### src/rtl/scss_pkg.sv
`default_nettype none
package scss_pkg;

    // Bus clock and register map.
    localparam int unsigned PCLK_HZ         = 20_000_000;
    localparam int unsigned PCLK_NS         = 50;
    localparam logic [11:0] ADDR_OSC_CTRL   = 12'h000;
    localparam logic [11:0] ADDR_INT_STATUS = 12'h004;
    localparam logic [11:0] ADDR_INT_CLEAR  = 12'h008;
    localparam logic [11:0] ADDR_INT_ENABLE = 12'h00C;

    // Field positions of the oscillator control register.
    localparam int unsigned SCS_BIT   = 0;
    localparam int unsigned LTS_BIT   = 1;
    localparam int unsigned HTS_BIT   = 2;
    localparam int unsigned STARTUP_TIMEOUT_STATUS_BIT  = 3;
    localparam int unsigned INTERNAL_FREQ_SELECT_LSB  = 4;
    localparam int unsigned INTERNAL_FREQ_SELECT_MSB  = 6;
    localparam logic [2:0]  INTERNAL_FREQ_SELECT_RESET = 3'h6;
    localparam logic [2:0]  INTERNAL_FREQ_SELECT_LF    = 3'h0;
    localparam logic [2:0]  INTERNAL_FREQ_SELECT_TOP   = 3'h7;
    localparam logic        SCS_RESET  = 1'h0;

    // Event bits shared by status, clear and enable registers.
    localparam int unsigned EV_W        = 3;
    localparam int unsigned EV_FAIL     = 0;
    localparam int unsigned EV_OST_DONE = 1;
    localparam int unsigned EV_HF_READY = 2;

    // Timing: start-up timer length, warm-up times and monitor window.
    localparam logic [10:0] OST_COUNT      = 11'h400;
    localparam int unsigned HF_WARM_NS     = 1000;
    localparam logic [4:0]  HF_WARM_CYC    = 5'((HF_WARM_NS + PCLK_NS - 1) / PCLK_NS);
    localparam logic [1:0]  LF_WARM_TICKS  = 2'h2;
    localparam logic [2:0]  FAILSAFE_CLOCK_MONITOR_LF_TICKS  = 3'h4;

    // Internal oscillator rates, produced by phase accumulators on pclk.
    localparam int unsigned NCO_W  = 24;
    localparam longint      HF_HZ  = 8_000_000;
    localparam longint      LF_HZ  = 31_000;
    localparam logic [23:0] HF_INC = 24'((HF_HZ << NCO_W) / PCLK_HZ);
    localparam logic [23:0] LF_INC = 24'((LF_HZ << NCO_W) / PCLK_HZ);

    // Clock modes in the order of the configuration field codes 0 to 7.
    typedef enum logic [2:0] {
        external_clock_mode,
        low_power_crystal_mode,
        medium_gain_crystal_mode,
        high_gain_crystal_mode,
        resistor_capacitor_mode,
        resistor_capacitor_io_mode,
        internal_clock_out_mode,
        internal_clock_io_mode
    } scss_mode_type;

    typedef enum logic [1:0] {
        CS_START,
        CS_OST,
        CS_CFG,
        CS_FAIL
    } scss_state_type;

    // Configuration word fields that steer this block.
    typedef struct packed {
        scss_mode_type mode;
        logic          two_speed;
        logic          failsafe_clock_monitor_en;
    } scss_cfg_type;

endpackage
`default_nettype wire

### src/rtl/scss_clock_select.sv
// Notes on behaviour
// - One of eight modes from config field.
// - External clock on first pin; second freed.
// - Low-power, medium, high gain crystal modes.
// - RC mode drives clock/4 on second pin.
// - RC I/O mode frees second pin.
// - Internal out mode: clock/4 out, first freed.
// - Internal I/O mode frees both pins.
// - Monitor falls back to internal on loss.
// - Frequency field picks 8 MHz..125k, 31k; reset 110.
// - Timeout status 1 only on configured source.
// - Timeout status resets 0 for two-speed/monitor.
// - HF stable bit shows high oscillator ready.
// - LF stable bit shows low oscillator ready.
// - Select bit 1 forces internal; resets 0.
// - Top control bit reads zero.
// - Crystal start-up counts 1024 cycles, holds CPU unless two-speed.
// - Internal 8 MHz and 31 kHz sources.
`timescale 1ns/1ps
`default_nettype none
module scss_clock_select (
    input  wire logic                  pclk,
    input  wire logic                  presetn,
    input  wire logic                  psel,
    input  wire logic                  penable,
    input  wire logic                  pwrite,
    input  wire logic [11:0]           paddr,
    input  wire logic [31:0]           pwdata,
    input  wire logic [3:0]            pstrb,
    output logic                       pready,
    output logic [31:0]                prdata,
    output logic                       pslverr,
    input  wire scss_pkg::scss_cfg_type cfg,
    input  wire logic                  first_oscillator_pin,
    output logic                       second_oscillator_pin_out,
    output logic                       second_oscillator_pin_oe_n,
    output logic                       first_pin_gpio_free,
    output logic                       second_pin_gpio_free,
    output logic                       sys_clk_en,
    output logic                       cpu_hold,
    output logic                       irq
);

    // Mode classes used in several places.
    function automatic logic is_crystal(input scss_pkg::scss_mode_type m);
        is_crystal = (m == scss_pkg::low_power_crystal_mode) ||
                     (m == scss_pkg::medium_gain_crystal_mode) ||
                     (m == scss_pkg::high_gain_crystal_mode);
    endfunction

    function automatic logic is_internal(input scss_pkg::scss_mode_type m);
        is_internal = (m == scss_pkg::internal_clock_out_mode) ||
                      (m == scss_pkg::internal_clock_io_mode);
    endfunction

    // Registers.
    scss_pkg::scss_cfg_type   cfg_r, cfg_nxt;
    scss_pkg::scss_state_type state_r, state_nxt;
    logic [2:0]  sync_r, sync_nxt;
    logic [10:0] ost_cnt_r, ost_cnt_nxt;
    logic [2:0]  failsafe_clock_monitor_cnt_r, failsafe_clock_monitor_cnt_nxt;
    logic [23:0] hf_acc_r, hf_acc_nxt;
    logic [23:0] lf_acc_r, lf_acc_nxt;
    logic [4:0]  hf_warm_r, hf_warm_nxt;
    logic [1:0]  lf_warm_r, lf_warm_nxt;
    logic [1:0]  div_r, div_nxt;
    logic        startup_timeout_status_r, startup_timeout_status_nxt;
    logic        tick_r, tick_nxt;
    logic        hold_r, hold_nxt;
    logic        o2_out_r, o2_out_nxt;
    logic        o2_oe_n_r, o2_oe_n_nxt;
    logic        o1_free_r, o1_free_nxt;
    logic        o2_free_r, o2_free_nxt;
    logic [2:0]  internal_freq_select_r, internal_freq_select_nxt;
    logic        scs_r, scs_nxt;
    logic [scss_pkg::EV_W-1:0] ev_st_r, ev_st_nxt;
    logic [scss_pkg::EV_W-1:0] ev_en_r, ev_en_nxt;
    logic        pready_r, pready_nxt;
    logic [31:0] prdata_r, prdata_nxt;
    logic        pslverr_r, pslverr_nxt;
    logic        irq_r, irq_nxt;

    // Shared combinational terms.
    logic        ext_edge;
    logic        hf_tick;
    logic        lf_tick;
    logic        hf_on;
    logic        hf_internal_stable;
    logic        lf_internal_stable;
    logic        int_tick;
    logic        ext_mode;
    logic        on_cfg;
    logic        fail_det;
    logic [scss_pkg::EV_W-1:0] ev;
    logic        wr_done;
    logic [7:0]  ctrl_rd;

    // Oscillator engine: pin synchroniser, internal oscillators, start-up
    // timer, fail-safe monitor and source selection.  The system clock is
    // an enable pulse train, so any switch lands between whole pulses and
    // can never produce a runt.
    always_comb begin
        cfg_nxt      = cfg_r;
        state_nxt    = state_r;
        ost_cnt_nxt  = ost_cnt_r;
        failsafe_clock_monitor_cnt_nxt = failsafe_clock_monitor_cnt_r;
        hf_warm_nxt  = hf_warm_r;
        lf_warm_nxt  = lf_warm_r;
        div_nxt      = div_r;
        // Only the second and third stages feed the edge detector.
        sync_nxt = {sync_r[1:0], first_oscillator_pin};
        ext_edge = sync_r[1] & ~sync_r[2];
        // High oscillator is divided by shifting its step.
        {hf_tick, hf_acc_nxt} = {1'b0, hf_acc_r} +
                                {1'b0, scss_pkg::HF_INC >> (scss_pkg::INTERNAL_FREQ_SELECT_TOP - internal_freq_select_r)};
        {lf_tick, lf_acc_nxt} = {1'b0, lf_acc_r} + {1'b0, scss_pkg::LF_INC};
        ext_mode = !is_internal(cfg_r.mode);
        on_cfg   = (state_r == scss_pkg::CS_CFG) && !scs_r;
        hf_on    = (internal_freq_select_r != scss_pkg::INTERNAL_FREQ_SELECT_LF) && !(on_cfg && ext_mode);
        hf_internal_stable      = hf_on && (hf_warm_r == scss_pkg::HF_WARM_CYC);
        lf_internal_stable      = (lf_warm_r == scss_pkg::LF_WARM_TICKS);
        // Stay on the low oscillator until the high one is stable.
        int_tick = (hf_on && hf_internal_stable) ? hf_tick : lf_tick;
        // Warm-up of the high oscillator restarts whenever it is off.
        if (!hf_on) begin
            hf_warm_nxt = '0;
        end else if (!hf_internal_stable) begin
            hf_warm_nxt = hf_warm_r + 5'h01;
        end
        if (lf_tick && !lf_internal_stable) begin
            lf_warm_nxt = lf_warm_r + 2'h1;
        end
        // Fail-safe watch: low-oscillator ticks without an external edge.
        if (ext_edge) begin
            failsafe_clock_monitor_cnt_nxt = '0;
        end else if (lf_tick && failsafe_clock_monitor_cnt_r != scss_pkg::FAILSAFE_CLOCK_MONITOR_LF_TICKS) begin
            failsafe_clock_monitor_cnt_nxt = failsafe_clock_monitor_cnt_r + 3'h1;
        end
        fail_det = cfg_r.failsafe_clock_monitor_en && ext_mode && (state_r == scss_pkg::CS_CFG) &&
                   (failsafe_clock_monitor_cnt_r == scss_pkg::FAILSAFE_CLOCK_MONITOR_LF_TICKS);
        ev = '0;
        ev[scss_pkg::EV_HF_READY] = hf_on && (hf_warm_r == scss_pkg::HF_WARM_CYC - 5'h01);
        case (state_r)
            scss_pkg::CS_START: begin
                // The configuration word is caught once after reset.
                cfg_nxt      = cfg;
                ost_cnt_nxt  = '0;
                failsafe_clock_monitor_cnt_nxt = '0;
                state_nxt    = is_crystal(cfg.mode) ? scss_pkg::CS_OST : scss_pkg::CS_CFG;
            end
            scss_pkg::CS_OST: begin
                if (ext_edge) begin
                    ost_cnt_nxt = ost_cnt_r + 11'h001;
                end
                if (ost_cnt_r == scss_pkg::OST_COUNT) begin
                    state_nxt    = scss_pkg::CS_CFG;
                    failsafe_clock_monitor_cnt_nxt = '0;
                    ev[scss_pkg::EV_OST_DONE] = 1'b1;
                end
            end
            scss_pkg::CS_CFG: begin
                if (fail_det) begin
                    state_nxt = scss_pkg::CS_FAIL;
                    ev[scss_pkg::EV_FAIL] = 1'b1;
                end
            end
            scss_pkg::CS_FAIL: begin
                state_nxt = scss_pkg::CS_FAIL;
            end
            default: begin
                state_nxt = scss_pkg::CS_START;
            end
        endcase
        // Source mux: configured external source or an internal one.
        if (state_r == scss_pkg::CS_START) begin
            tick_nxt = 1'b0;
        end else if (on_cfg && ext_mode) begin
            tick_nxt = ext_edge;
        end else if (state_r == scss_pkg::CS_OST && !cfg_r.two_speed) begin
            tick_nxt = 1'b0;
        end else begin
            tick_nxt = int_tick;
        end
        // A switch may line up ticks of two sources; never emit two in a row.
        if (tick_r) begin
            tick_nxt = 1'b0;
        end
        hold_nxt = (state_r == scss_pkg::CS_START) ||
                   (state_nxt == scss_pkg::CS_OST && !cfg_r.two_speed);
        // Timeout status follows the active source once running.
        if (state_r == scss_pkg::CS_START) begin
            startup_timeout_status_nxt = !((cfg.two_speed && is_crystal(cfg.mode)) || cfg.failsafe_clock_monitor_en);
        end else begin
            startup_timeout_status_nxt = (state_r == scss_pkg::CS_CFG) && !scs_r && ext_mode;
        end
        // Clock output at a quarter of the system clock rate.
        if (tick_r) begin
            div_nxt = div_r + 2'h1;
        end
        o2_out_nxt  = div_r[1];
        o2_oe_n_nxt = !((cfg_r.mode == scss_pkg::resistor_capacitor_mode) ||
                        (cfg_r.mode == scss_pkg::internal_clock_out_mode));
        o1_free_nxt = is_internal(cfg_r.mode);
        o2_free_nxt = (cfg_r.mode == scss_pkg::external_clock_mode) ||
                      (cfg_r.mode == scss_pkg::resistor_capacitor_io_mode) ||
                      (cfg_r.mode == scss_pkg::internal_clock_io_mode);
    end

    always_ff @(posedge pclk or negedge presetn) begin
        if (!presetn) begin
            cfg_r      <= '0;
            state_r    <= scss_pkg::CS_START;
            sync_r     <= 3'h7; // Pin counts as high until a real low is seen.
            ost_cnt_r  <= '0;
            failsafe_clock_monitor_cnt_r <= '0;
            hf_acc_r   <= '0;
            lf_acc_r   <= '0;
            hf_warm_r  <= '0;
            lf_warm_r  <= '0;
            div_r      <= '0;
            startup_timeout_status_r     <= 1'b0;
            tick_r     <= 1'b0;
            hold_r     <= 1'b1;
            o2_out_r   <= 1'b0;
            o2_oe_n_r  <= 1'b1;
            o1_free_r  <= 1'b0;
            o2_free_r  <= 1'b0;
        end else begin
            cfg_r      <= cfg_nxt;
            state_r    <= state_nxt;
            sync_r     <= sync_nxt;
            ost_cnt_r  <= ost_cnt_nxt;
            failsafe_clock_monitor_cnt_r <= failsafe_clock_monitor_cnt_nxt;
            hf_acc_r   <= hf_acc_nxt;
            lf_acc_r   <= lf_acc_nxt;
            hf_warm_r  <= hf_warm_nxt;
            lf_warm_r  <= lf_warm_nxt;
            div_r      <= div_nxt;
            startup_timeout_status_r     <= startup_timeout_status_nxt;
            tick_r     <= tick_nxt;
            hold_r     <= hold_nxt;
            o2_out_r   <= o2_out_nxt;
            o2_oe_n_r  <= o2_oe_n_nxt;
            o1_free_r  <= o1_free_nxt;
            o2_free_r  <= o2_free_nxt;
        end
    end

    // APB slave and software registers.  Read data is captured in the setup
    // cycle so that every bus output comes from a flip-flop; the price is
    // that status seen by a read is one cycle old.
    always_comb begin
        internal_freq_select_nxt    = internal_freq_select_r;
        scs_nxt     = scs_r;
        ev_en_nxt   = ev_en_r;
        pready_nxt  = 1'b0;
        prdata_nxt  = prdata_r;
        pslverr_nxt = pslverr_r;
        wr_done     = psel && penable && pready_r && pwrite;
        ctrl_rd     = '0;
        ctrl_rd[scss_pkg::INTERNAL_FREQ_SELECT_MSB:scss_pkg::INTERNAL_FREQ_SELECT_LSB] = internal_freq_select_r;
        ctrl_rd[scss_pkg::STARTUP_TIMEOUT_STATUS_BIT] = startup_timeout_status_r;
        ctrl_rd[scss_pkg::HTS_BIT]  = hf_internal_stable;
        ctrl_rd[scss_pkg::LTS_BIT]  = lf_internal_stable;
        ctrl_rd[scss_pkg::SCS_BIT]  = scs_r;
        if (psel && !penable) begin
            pready_nxt  = 1'b1;
            pslverr_nxt = 1'b0;
            case (paddr)
                scss_pkg::ADDR_OSC_CTRL:   prdata_nxt = {24'h000000, ctrl_rd};
                scss_pkg::ADDR_INT_STATUS: prdata_nxt = {29'h00000000, ev_st_r};
                scss_pkg::ADDR_INT_CLEAR:  prdata_nxt = '0;
                scss_pkg::ADDR_INT_ENABLE: prdata_nxt = {29'h00000000, ev_en_r};
                default: begin
                    prdata_nxt  = '0;
                    pslverr_nxt = 1'b1;
                end
            endcase
        end
        // Sticky status: a new event wins over a clear in the same cycle.
        ev_st_nxt = ev_st_r | ev;
        if (wr_done && pstrb[0]) begin
            case (paddr)
                scss_pkg::ADDR_OSC_CTRL: begin
                    internal_freq_select_nxt = pwdata[scss_pkg::INTERNAL_FREQ_SELECT_MSB:scss_pkg::INTERNAL_FREQ_SELECT_LSB];
                    scs_nxt  = pwdata[scss_pkg::SCS_BIT];
                end
                scss_pkg::ADDR_INT_CLEAR: begin
                    ev_st_nxt = (ev_st_r & ~pwdata[scss_pkg::EV_W-1:0]) | ev;
                end
                scss_pkg::ADDR_INT_ENABLE: begin
                    ev_en_nxt = pwdata[scss_pkg::EV_W-1:0];
                end
                default: begin
                    ev_en_nxt = ev_en_r;
                end
            endcase
        end
        irq_nxt = |(ev_st_nxt & ev_en_nxt);
    end

    always_ff @(posedge pclk or negedge presetn) begin
        if (!presetn) begin
            internal_freq_select_r    <= scss_pkg::INTERNAL_FREQ_SELECT_RESET;
            scs_r     <= scss_pkg::SCS_RESET;
            ev_st_r   <= '0;
            ev_en_r   <= '0;
            pready_r  <= 1'b0;
            prdata_r  <= '0;
            pslverr_r <= 1'b0;
            irq_r     <= 1'b0;
        end else begin
            internal_freq_select_r    <= internal_freq_select_nxt;
            scs_r     <= scs_nxt;
            ev_st_r   <= ev_st_nxt;
            ev_en_r   <= ev_en_nxt;
            pready_r  <= pready_nxt;
            prdata_r  <= prdata_nxt;
            pslverr_r <= pslverr_nxt;
            irq_r     <= irq_nxt;
        end
    end

    // Outputs straight from flip-flops.
    assign pready                     = pready_r;
    assign prdata                     = prdata_r;
    assign pslverr                    = pslverr_r;
    assign second_oscillator_pin_out  = o2_out_r;
    assign second_oscillator_pin_oe_n = o2_oe_n_r;
    assign first_pin_gpio_free        = o1_free_r;
    assign second_pin_gpio_free       = o2_free_r;
    assign sys_clk_en                 = tick_r;
    assign cpu_hold                   = hold_r;
    assign irq                        = irq_r;

endmodule
`default_nettype wire

### config.mk
export PLATFORM = sky130hd
export DESIGN_NAME = scss_clock_select
export DESIGN_NICKNAME = d
export VERILOG_FILES = /design/src/rtl/scss_pkg.sv /design/src/rtl/scss_clock_select.sv
export SDC_FILE = /design/constraint.sdc
export NUM_CORES = 1
export LEC_CHECK = 0
export ABC_CLOCK_PERIOD_IN_PS = 4800
export BUFFER_PORTS_ARGS = -buffer_cell sky130_fd_sc_hd__buf_4
export CELL_PAD_IN_SITES_DETAIL_PLACEMENT = 1
export CELL_PAD_IN_SITES_GLOBAL_PLACEMENT = 1
export CORE_MARGIN = 1
export CORE_UTILIZATION = 30
export DETAILED_ROUTE_END_ITERATION = 8
export HOLD_SLACK_MARGIN = 0.05
export PLACE_DENSITY = 0.69
export SYNTH_ARGS = -nofsm -noshare
export SYNTH_HDL_FRONTEND = slang
export SYNTH_SLANG_ARGS = --single-unit
export TNS_END_PERCENT = 30
### constraint.sdc
create_clock -name pclk -period 4.8 [get_ports pclk]
set_input_delay 0.48 -clock pclk [delete_from_list [all_inputs] [get_ports pclk]]
set_output_delay 0.48 -clock pclk [all_outputs]
set_load 0.02 [all_outputs]
==> metrics.md, run 1 <==
| Metric | Value |
|---|---|
| RePlAce Congestion | between 0.7 and 0.8 |
| Status | completed |
| EDFF count, synth | 0 |
| GRT Total Usage | 14.4% |
| WHS | 0.229 ns |
| H-tree depth | 3 |
| Unrepaired setup endpoints after global routing | false |
| Psw | 1.19 mW |
| Reg area | 0.00266 mm^2 |
| Most frequent cell after synthesis | dfrtp_1 |
| VDD IR max | about 0.19 mV |
| CP Cell Sequence | inv_1 > ha_1 > inv_1 > mux2_2 > ha_1 > a21o_1 > a21oi_1 > o31ai_1 > a221oi_1 > o31ai_1 > nor4b_2 |
| CP bufs+invs | 2 |
| Drc violations | 0 |
| Wirelength per Cell | 15.3 um |
| Num ports | 100 |
| Core outline area | roughly 0.019 mm^2 |
| Setup violations, final | 0 |
| Max Slew Vio Count | 0 |
| Area share of the largest cell type after synthesis | a little over two fifths |
| Critical Path AT | approximately 4.0 ns |
| Number of global-route vias before repair | about 4,600 |
| Cell class contributing the biggest share of worst-path delay | compound AO/OA/AOI/OAI gates |
| Clk sinks | approximately 110 |
| Critical Path End Type | flop |
| Total power | 3.22 mW |
| Die ar. | approximately 0.02 mm^2 |
| Power per cell area | 481 mW/mm^2 |
| CTS Buffer Depth | 2 |
| Worst-path fanout max | 11 |
| Sw Share | 36.9% |
| Hold path start | first_oscillator_pin |
| Least-Margin Pin Slew | 0.893 ns |
| First-pass GRT wire length | about 23 mm |
| Fillers | about 2,100 |
| Comb pwr share | 38.0% |
| Total congestion overflow | 0 |
| TritonCTS Buffers | 9 |
| Initial DRC Count | ~150 |
| Setup bufs post-CTS | 0 |
| Fin crit period | 3.79 ns |
| Diode count | 0 |
| Worst setup SP type | flop |
| Largest net degree at the start of global routing | 69 |
| Mapped Cells | 573 |
| WP depth | 11 |
| Most common flop cell mapped by yosys | dfrtp_1 |
| TritonRoute pass-1 iters | 4 |
| Post_cts resized | 0 |
| Synth Register Bits | 106 |
| Hold buffers post-CTS | 0 |
| Cell taking the most area after synthesis | dfrtp_1 |
| Worst skew pair latency | ~0.36 ns |
| # nets final | approximately 710 |
| Seq/Total Area, Yosys | 45.3% |
| FF-to-FF path depth | 11 |
| # rows | 50 |
| Synth warn | 0 |
| Leakage | 3.06 nW |
| Clock-pin slew on the worst setup and hold paths | 0.07 ns |
| Initial Utilization | 31.0% |
| Post-route setup TNS | 0 ns |
| ANT nets after route | 0 |
| Max-Slew Margin vs Limit | 40.5% |
| TritonCTS clock tree | built |
| Final Hold Fails | 0 |
| WL final | 13.5 mm |
| Root Buffer Master | clkbuf_16 |
| Share of cells above drive strength 1 | 15.9% |
| Cell area after synthesis | 0.00588 mm^2 |
| Die W | 142 um |
| Commonest cells post-synth | 99 x dfrtp_1, 54 x nor2_1, 42 x nand2_1 |
| Sequential share of power | 38.0% |
| Maxcap violations | 0 |
| CP peak stage delay | 0.70 ns |
| Int Pwr | 2.03 mW |
| Worst Path Required | 5.04 ns |
| Layout area overhead | 13.9% |
| Worst Hold Class | in -> reg |
| Initial antenna violation count | 0 |
| Area occupied by multi-input gates | between 0.002 and 0.003 mm^2 |
| Worst r2r src | internal_freq_select_r[1] |
| Ys async rst share | 100% |
| Hold path depth | 1 |
| Area contributors post-synth | dfrtp_1 42%, ha_1 7.0%, xnor2_1 4.5% |
| Final Cycle Share | approximately four fifths |
| Crit path kind | reg -> reg |
| Die span in y | between 100 and 150 um |
| Fmax | 264 MHz |
| Final HPWL DP | 9.99 mm |
| Slowest CP cell | dfstp_2 |
| Routed vias | 4,238 |
| Syn Area/Cell | between 10 and 15 um^2 |
| PortBufs | 45 |
| CP Launch Point | internal_freq_select_r[1] |
| Part of the power in the clock network | 24.0% |
| Setup Skew | roughly 0.0066 ns |
| DR vias/cell | 4.81 |
| Netlist cell types | 72 |
-- state kept, by name (all words and copies together) (netlist names), 2 cells and up --
register,flops
hf_acc_r,24
lf_acc_r,22
ost_cnt_r,11
prdata,7
cfg_r,5
hf_warm_r,5
ev_en_r,3
ev_st_r,3
failsafe_clock_monitor_cnt_r,3
internal_freq_select_r,3
sync_r,3
div_r,2
lf_warm_r,2
state_r,2
-- cell families after synthesis --
group | count (synthesis) | share of synthesized area [%]
xor+xnor | 53 | 7.90
flops | 106 | 45.3
mux | 16 | 2.96
simple gates | 176 | 15.3
other cells | 1 | 0.0638
buf+inv | 64 | 5.94
fa+ha+maj | 34 | 7.36
compound gates | 123 | 15.2
-- cell usage in the layout (no fill, tap or decap), types with 5 or more instances in the layout --
cell type	synthesis	routed
a21oi_1	27	27
and4_1	5	5
and3_1	5	5
conb_1	1	25
dfstp_2	7	7
nand2_1	42	42
buf_4	25	47
xor2_1	23	23
o31ai_1	5	5
mux2i_1	5	5
nand3_1	18	18
nor2_1	54	54
clkbuf_16	0	9
o21ai_1	6	6
o21ai_0	16	16
xnor2_1	30	30
dfrtp_1	99	99
inv_1	24	24
nand2b_1	8	8
mux2_2	9	9
nor3_1	6	6
and2_1	5	5
a31oi_1	6	6
ha_1	33	33
a21o_1	23	23
-- worst register-to-register path, delay by kind of cell, from the launching register on --
kind,cells,cell delay [ns]
compound gates,5,1.09
fa+ha+maj,2,0.95
buf+inv,2,0.45
flops,1,0.70
mux,1,0.31
simple gates,1,0.18
-- power groups by stage --
stage	Combinational (mW)	Clock, mW	Sequential (mW)
after global placement	1.16	0	1.23
after detailed placement	1.22	0	1.24
final	1.22	0.773	1.22
after global routing	1.36	0.832	1.25
after CTS	1.23	0.802	1.23
after floorplan	0.950	0	1.22
-- worst paths after layout --
kind                          endpoint  slack (ns)
hold reg to reg              sync_r[1]        0.35
hold / removal               sync_r[0]        0.23
min in group asynchronous  hf_acc_r[5]        0.24
setup / recovery            sys_clk_en        1.01
max in group asynchronous  lf_acc_r[7]        3.50
setup reg to reg            sys_clk_en        1.01
-- final cells by class --
| type | instances | area share, % |
|---|---|---|
| Clock inverter | 7 | 1.21 |
| Clock buffer | 9 | 3.36 |
| Sequential cell | 106 | 39.7 |
| Inverter | 25 | 1.40 |
| Timing Repair Buffer | 47 | 5.27 |
| Multi-Input combinational cell | 427 | 44.2 |
| Tap cell | 260 | 4.86 |
-- per-layer routing --
metal	up-vias	share of wire, %	GRT usage, %
met1	2124	45	17.6
li1	2033	-	-
met4	0	2.5	6.62
met5	-	0	0
met3	19	2.5	2.59
met2	62	50	24.6
-- through the flow --
stage	instance area [um^2]	instances	utilization, %	setup WS [ns]
global placement	6390	865	33.7	1.07
floorplan	5970	597	-	1.73
detailed placement	6390	865	33.7	1.01
CTS	6700	881	35.3	0.969
global route	6700	881	35.3	0.779
finish	6700	881	35.3	1.01
No activity file was read; power rests on OpenSTA's default activity.
==> run 2: changes to the inputs <==
--- a/config.mk
+++ b/config.mk
@@ -5,7 +5,7 @@
 export SDC_FILE = /design/constraint.sdc
 export NUM_CORES = 1
 export LEC_CHECK = 0
-export ABC_CLOCK_PERIOD_IN_PS = 4800
+export ABC_CLOCK_PERIOD_IN_PS = 3600
 export BUFFER_PORTS_ARGS = -buffer_cell sky130_fd_sc_hd__buf_4
 export CELL_PAD_IN_SITES_DETAIL_PLACEMENT = 1
 export CELL_PAD_IN_SITES_GLOBAL_PLACEMENT = 1
==> constraint.sdc (replaced) <==
create_clock -name pclk -period 3.6 [get_ports pclk]
set_input_delay 0.36 -clock pclk [delete_from_list [all_inputs] [get_ports pclk]]
set_output_delay 0.36 -clock pclk [all_outputs]
set_load 0.02 [all_outputs]
==> metrics.md, run 2 (synthesis gave the netlist of run 1 again) <==
| Metric | Value |
|---|---|
| Status | completed |
| Max Slew Vio Count | 0 (unchanged) |
| Max FFs per register | 24 (unchanged) |
| Hold buffers post-CTS | 0 (unchanged) |
| Fillers | 2,136 (-0.37%) |
| Share of cells above drive strength 1 | 16.6% (+0.67 points) |
| Final Hold Fails | 0 (unchanged) |
| TritonCTS clock tree | built |
| Critical R2R Capture | hf_acc_r[14] |
| PortBufs | 45 (unchanged) |
| Unrepaired setup endpoints after global routing | false |
| CP peak stage delay | 0.54 ns (-0.16 ns) |
| Biggest regs | hf_acc_r: 24 flops, lf_acc_r: 22 flops, ost_cnt_r: 11 flops |
| Root Buffer Master | clkbuf_16 |
| WHS | 0.0707 ns (-0.158 ns) |
| Critical Path AT | 3.53 ns (-0.50 ns) |
| Clock-pin slew on the worst setup and hold paths | 0.07 ns (about the same) |
| Least-Margin Pin Slew | 0.759 ns (-0.134 ns) |
| Post_cts resized | 0 (unchanged) |
| Cell class contributing the biggest share of worst-path delay | compound AO/OA/AOI/OAI gates |
| Area occupied by multi-input gates | 0.00296 mm^2 (unchanged) |
| Worst skew pair latency | 0.36 ns (about the same) |
| RePlAce Congestion | 0.785 (-1.6%) |
| Final HPWL DP | 10.4 mm (+4.4%) |
| Initial Utilization | 31.0% (unchanged) |
| Fin crit period | 3.29 ns (-0.495 ns) |
| Drc violations | 0 (unchanged) |
| Maxcap violations | 0 (unchanged) |
| # rows | 50 (unchanged) |
| CP bufs+invs | 1 (-1) |
| Routed vias | 4,275 (+0.87%) |
| Inst Count DP | 870 (+0.58%) |
| Post-route setup TNS | 0 ns (unchanged) |
| Diode count | 0 (unchanged) |
| VDD IR max | 0.482 mV (+150%) |
| CTS Buffer Depth | 2 (unchanged) |
| Dpl ws | 0.324 ns (-0.683 ns) |
| Die ar. | 0.0202 mm^2 (unchanged) |
| Power per cell area | 654 mW/mm^2 (+36%) |
| Initial DRC Count | 175 (+18%) |
| Final Cycle Share | 91.5% (+13 points) |
| TritonRoute pass-1 iters | 4 (unchanged) |
| TritonCTS Buffers | 9 (unchanged) |
| FF-to-FF path depth | 11 (unchanged) |
| CP Cell Sequence | inv_1 > ha_1 > ha_1 > fa_1 > a21oi_1 > o21ai_1 > a21oi_1 > o21ai_2 > a31oi_4 > nor3_1 > a311o_1 |
| Setup Skew | 0.0110 ns (+0.00443 ns) |
| Setup violations, final | 0 (unchanged) |
| Worst Hold Class | in -> async |
| Design area | 0.00677 mm^2 (+0.99%) |
| Die span in y | 142 um (unchanged) |
| Util after Layout | 35.7% (+0.35 points) |
| Most frequent cells in the layout | 99 x dfrtp_1, 54 x nor2_1, 52 x buf_4, 42 x nand2_1, 33 x ha_1 |
| Num ports | 100 (unchanged) |
| WL final | 14.1 mm (+4.8%) |
| Crit path kind | reg -> reg |
| Most common cell after layout, fill and taps aside | dfrtp_1 |
| DR vias/cell | 4.83 (+0.30%) |
| Worst setup SP type | flop |
| ANT nets after route | 0 (unchanged) |
| Leakage | 3.09 nW (+1.2%) |
| Total congestion overflow | 0 (unchanged) |
| Fmax | 304 MHz (+15%) |
| Reg area | 0.00266 mm^2 (unchanged) |
| Slack of the worst reg-to-reg path | 0.31 ns (-0.71 ns) |
| Core outline area | 0.0190 mm^2 (unchanged) |
| H-tree depth | 3 (unchanged) |
| Number of global-route vias before repair | 4,642 (+1.5%) |
| Worst Path Required | 3.84 ns (-1.20 ns) |
| Worst r2r src | internal_freq_select_r[1] |
| Non-filler instance count after layout | 886 (+0.57%) |
| Dpl cell area | 0.00643 mm^2 (+0.59%) |
| Largest net degree at the start of global routing | 59 (-14%) |
| Worst-path fanout max | 7 (-4) |
| Total power | 4.42 mW (+37%) |
| GRT Total Usage | 14.9% (+0.52 points) |
| # nets final | 714 (+0.71%) |
| Critical Path End Type | flop |
| Fin worst setup slack | 0.307 ns (-0.705 ns) |
| Slowest CP cell | dfstp_2 |
| Largest Register | hf_acc_r |
| Setup bufs post-CTS | 0 (unchanged) |
| Initial antenna violation count | 0 (unchanged) |
| First-pass GRT wire length | 23.4 mm (+3.1%) |
| Wirelength per Cell | 15.9 um (+4.2%) |
| Die W | 142 um (unchanged) |
| Layout area overhead | 15.1% |
| Clk sinks | 106 (unchanged) |
| Max-Slew Margin vs Limit | 49.4% (+8.9 points) |
==> run 2: cell types whose count changed in the layout (fill, tap and decap cells not counted), sizes merged <==
cell / delta
buf: +5
bufinv: +1
clkinv: +1
inv: -2
==> run 2: layout make-up <==
| type | count | share of cell area, % |
|---|---|---|
| clock buffer | 9 | 3.33 |
| clock inverter | 7 | 1.63 |
| inverter | 25 | 1.39 |
| multi-input combinational | 427 | 43.7 |
| sequential | 106 | 39.3 |
| tap | 260 | 4.81 |
| timing repair buffer | 52 | 5.77 |
==> run 2: worst register-to-register path, delay by kind of cell, from the launching register on <==
| family | cells | cell delay (ns) |
|---|---|---|
| buffers and inverters | 1 | 0.13 |
| and+or+nand+nor | 1 | 0.11 |
| AOI/OAI and AO/OA | 6 | 1.42 |
| adders and majority gates | 3 | 0.98 |
| DFF | 1 | 0.54 |
==> run 2: routing by layer <==
metal / vias up / routed length [um] / GRT usage, %
met1: 2139 / 6240 / 17.8
met2: 67 / 7160 / 26.2
met4: 0 / 255 / 5.55
met3: 22 / 437 / 3.20
met5: - / 0 / 0
li1: 2047 / - / -
==> run 2: report_power, final <==
group	switching, mW	leakage (nW)	internal [mW]
Clock	0.494	0.159	0.622
Sequential	0.175	1.29	1.46
Combinational	0.957	1.65	0.714
==> run 2: worst max path at each step <==
stage	from	end	slack [ns]	cells past startpoint
floorplan	internal_freq_select_r[1]	hf_acc_r[14]	0.53	11
global placement	internal_freq_select_r[1]	hf_acc_r[14]	0.41	11
detailed placement	internal_freq_select_r[1]	hf_acc_r[14]	0.32	11
CTS	internal_freq_select_r[1]	hf_acc_r[14]	0.30	11
global route	internal_freq_select_r[1]	hf_acc_r[14]	0.15	11
finish	internal_freq_select_r[1]	hf_acc_r[14]	0.31	11
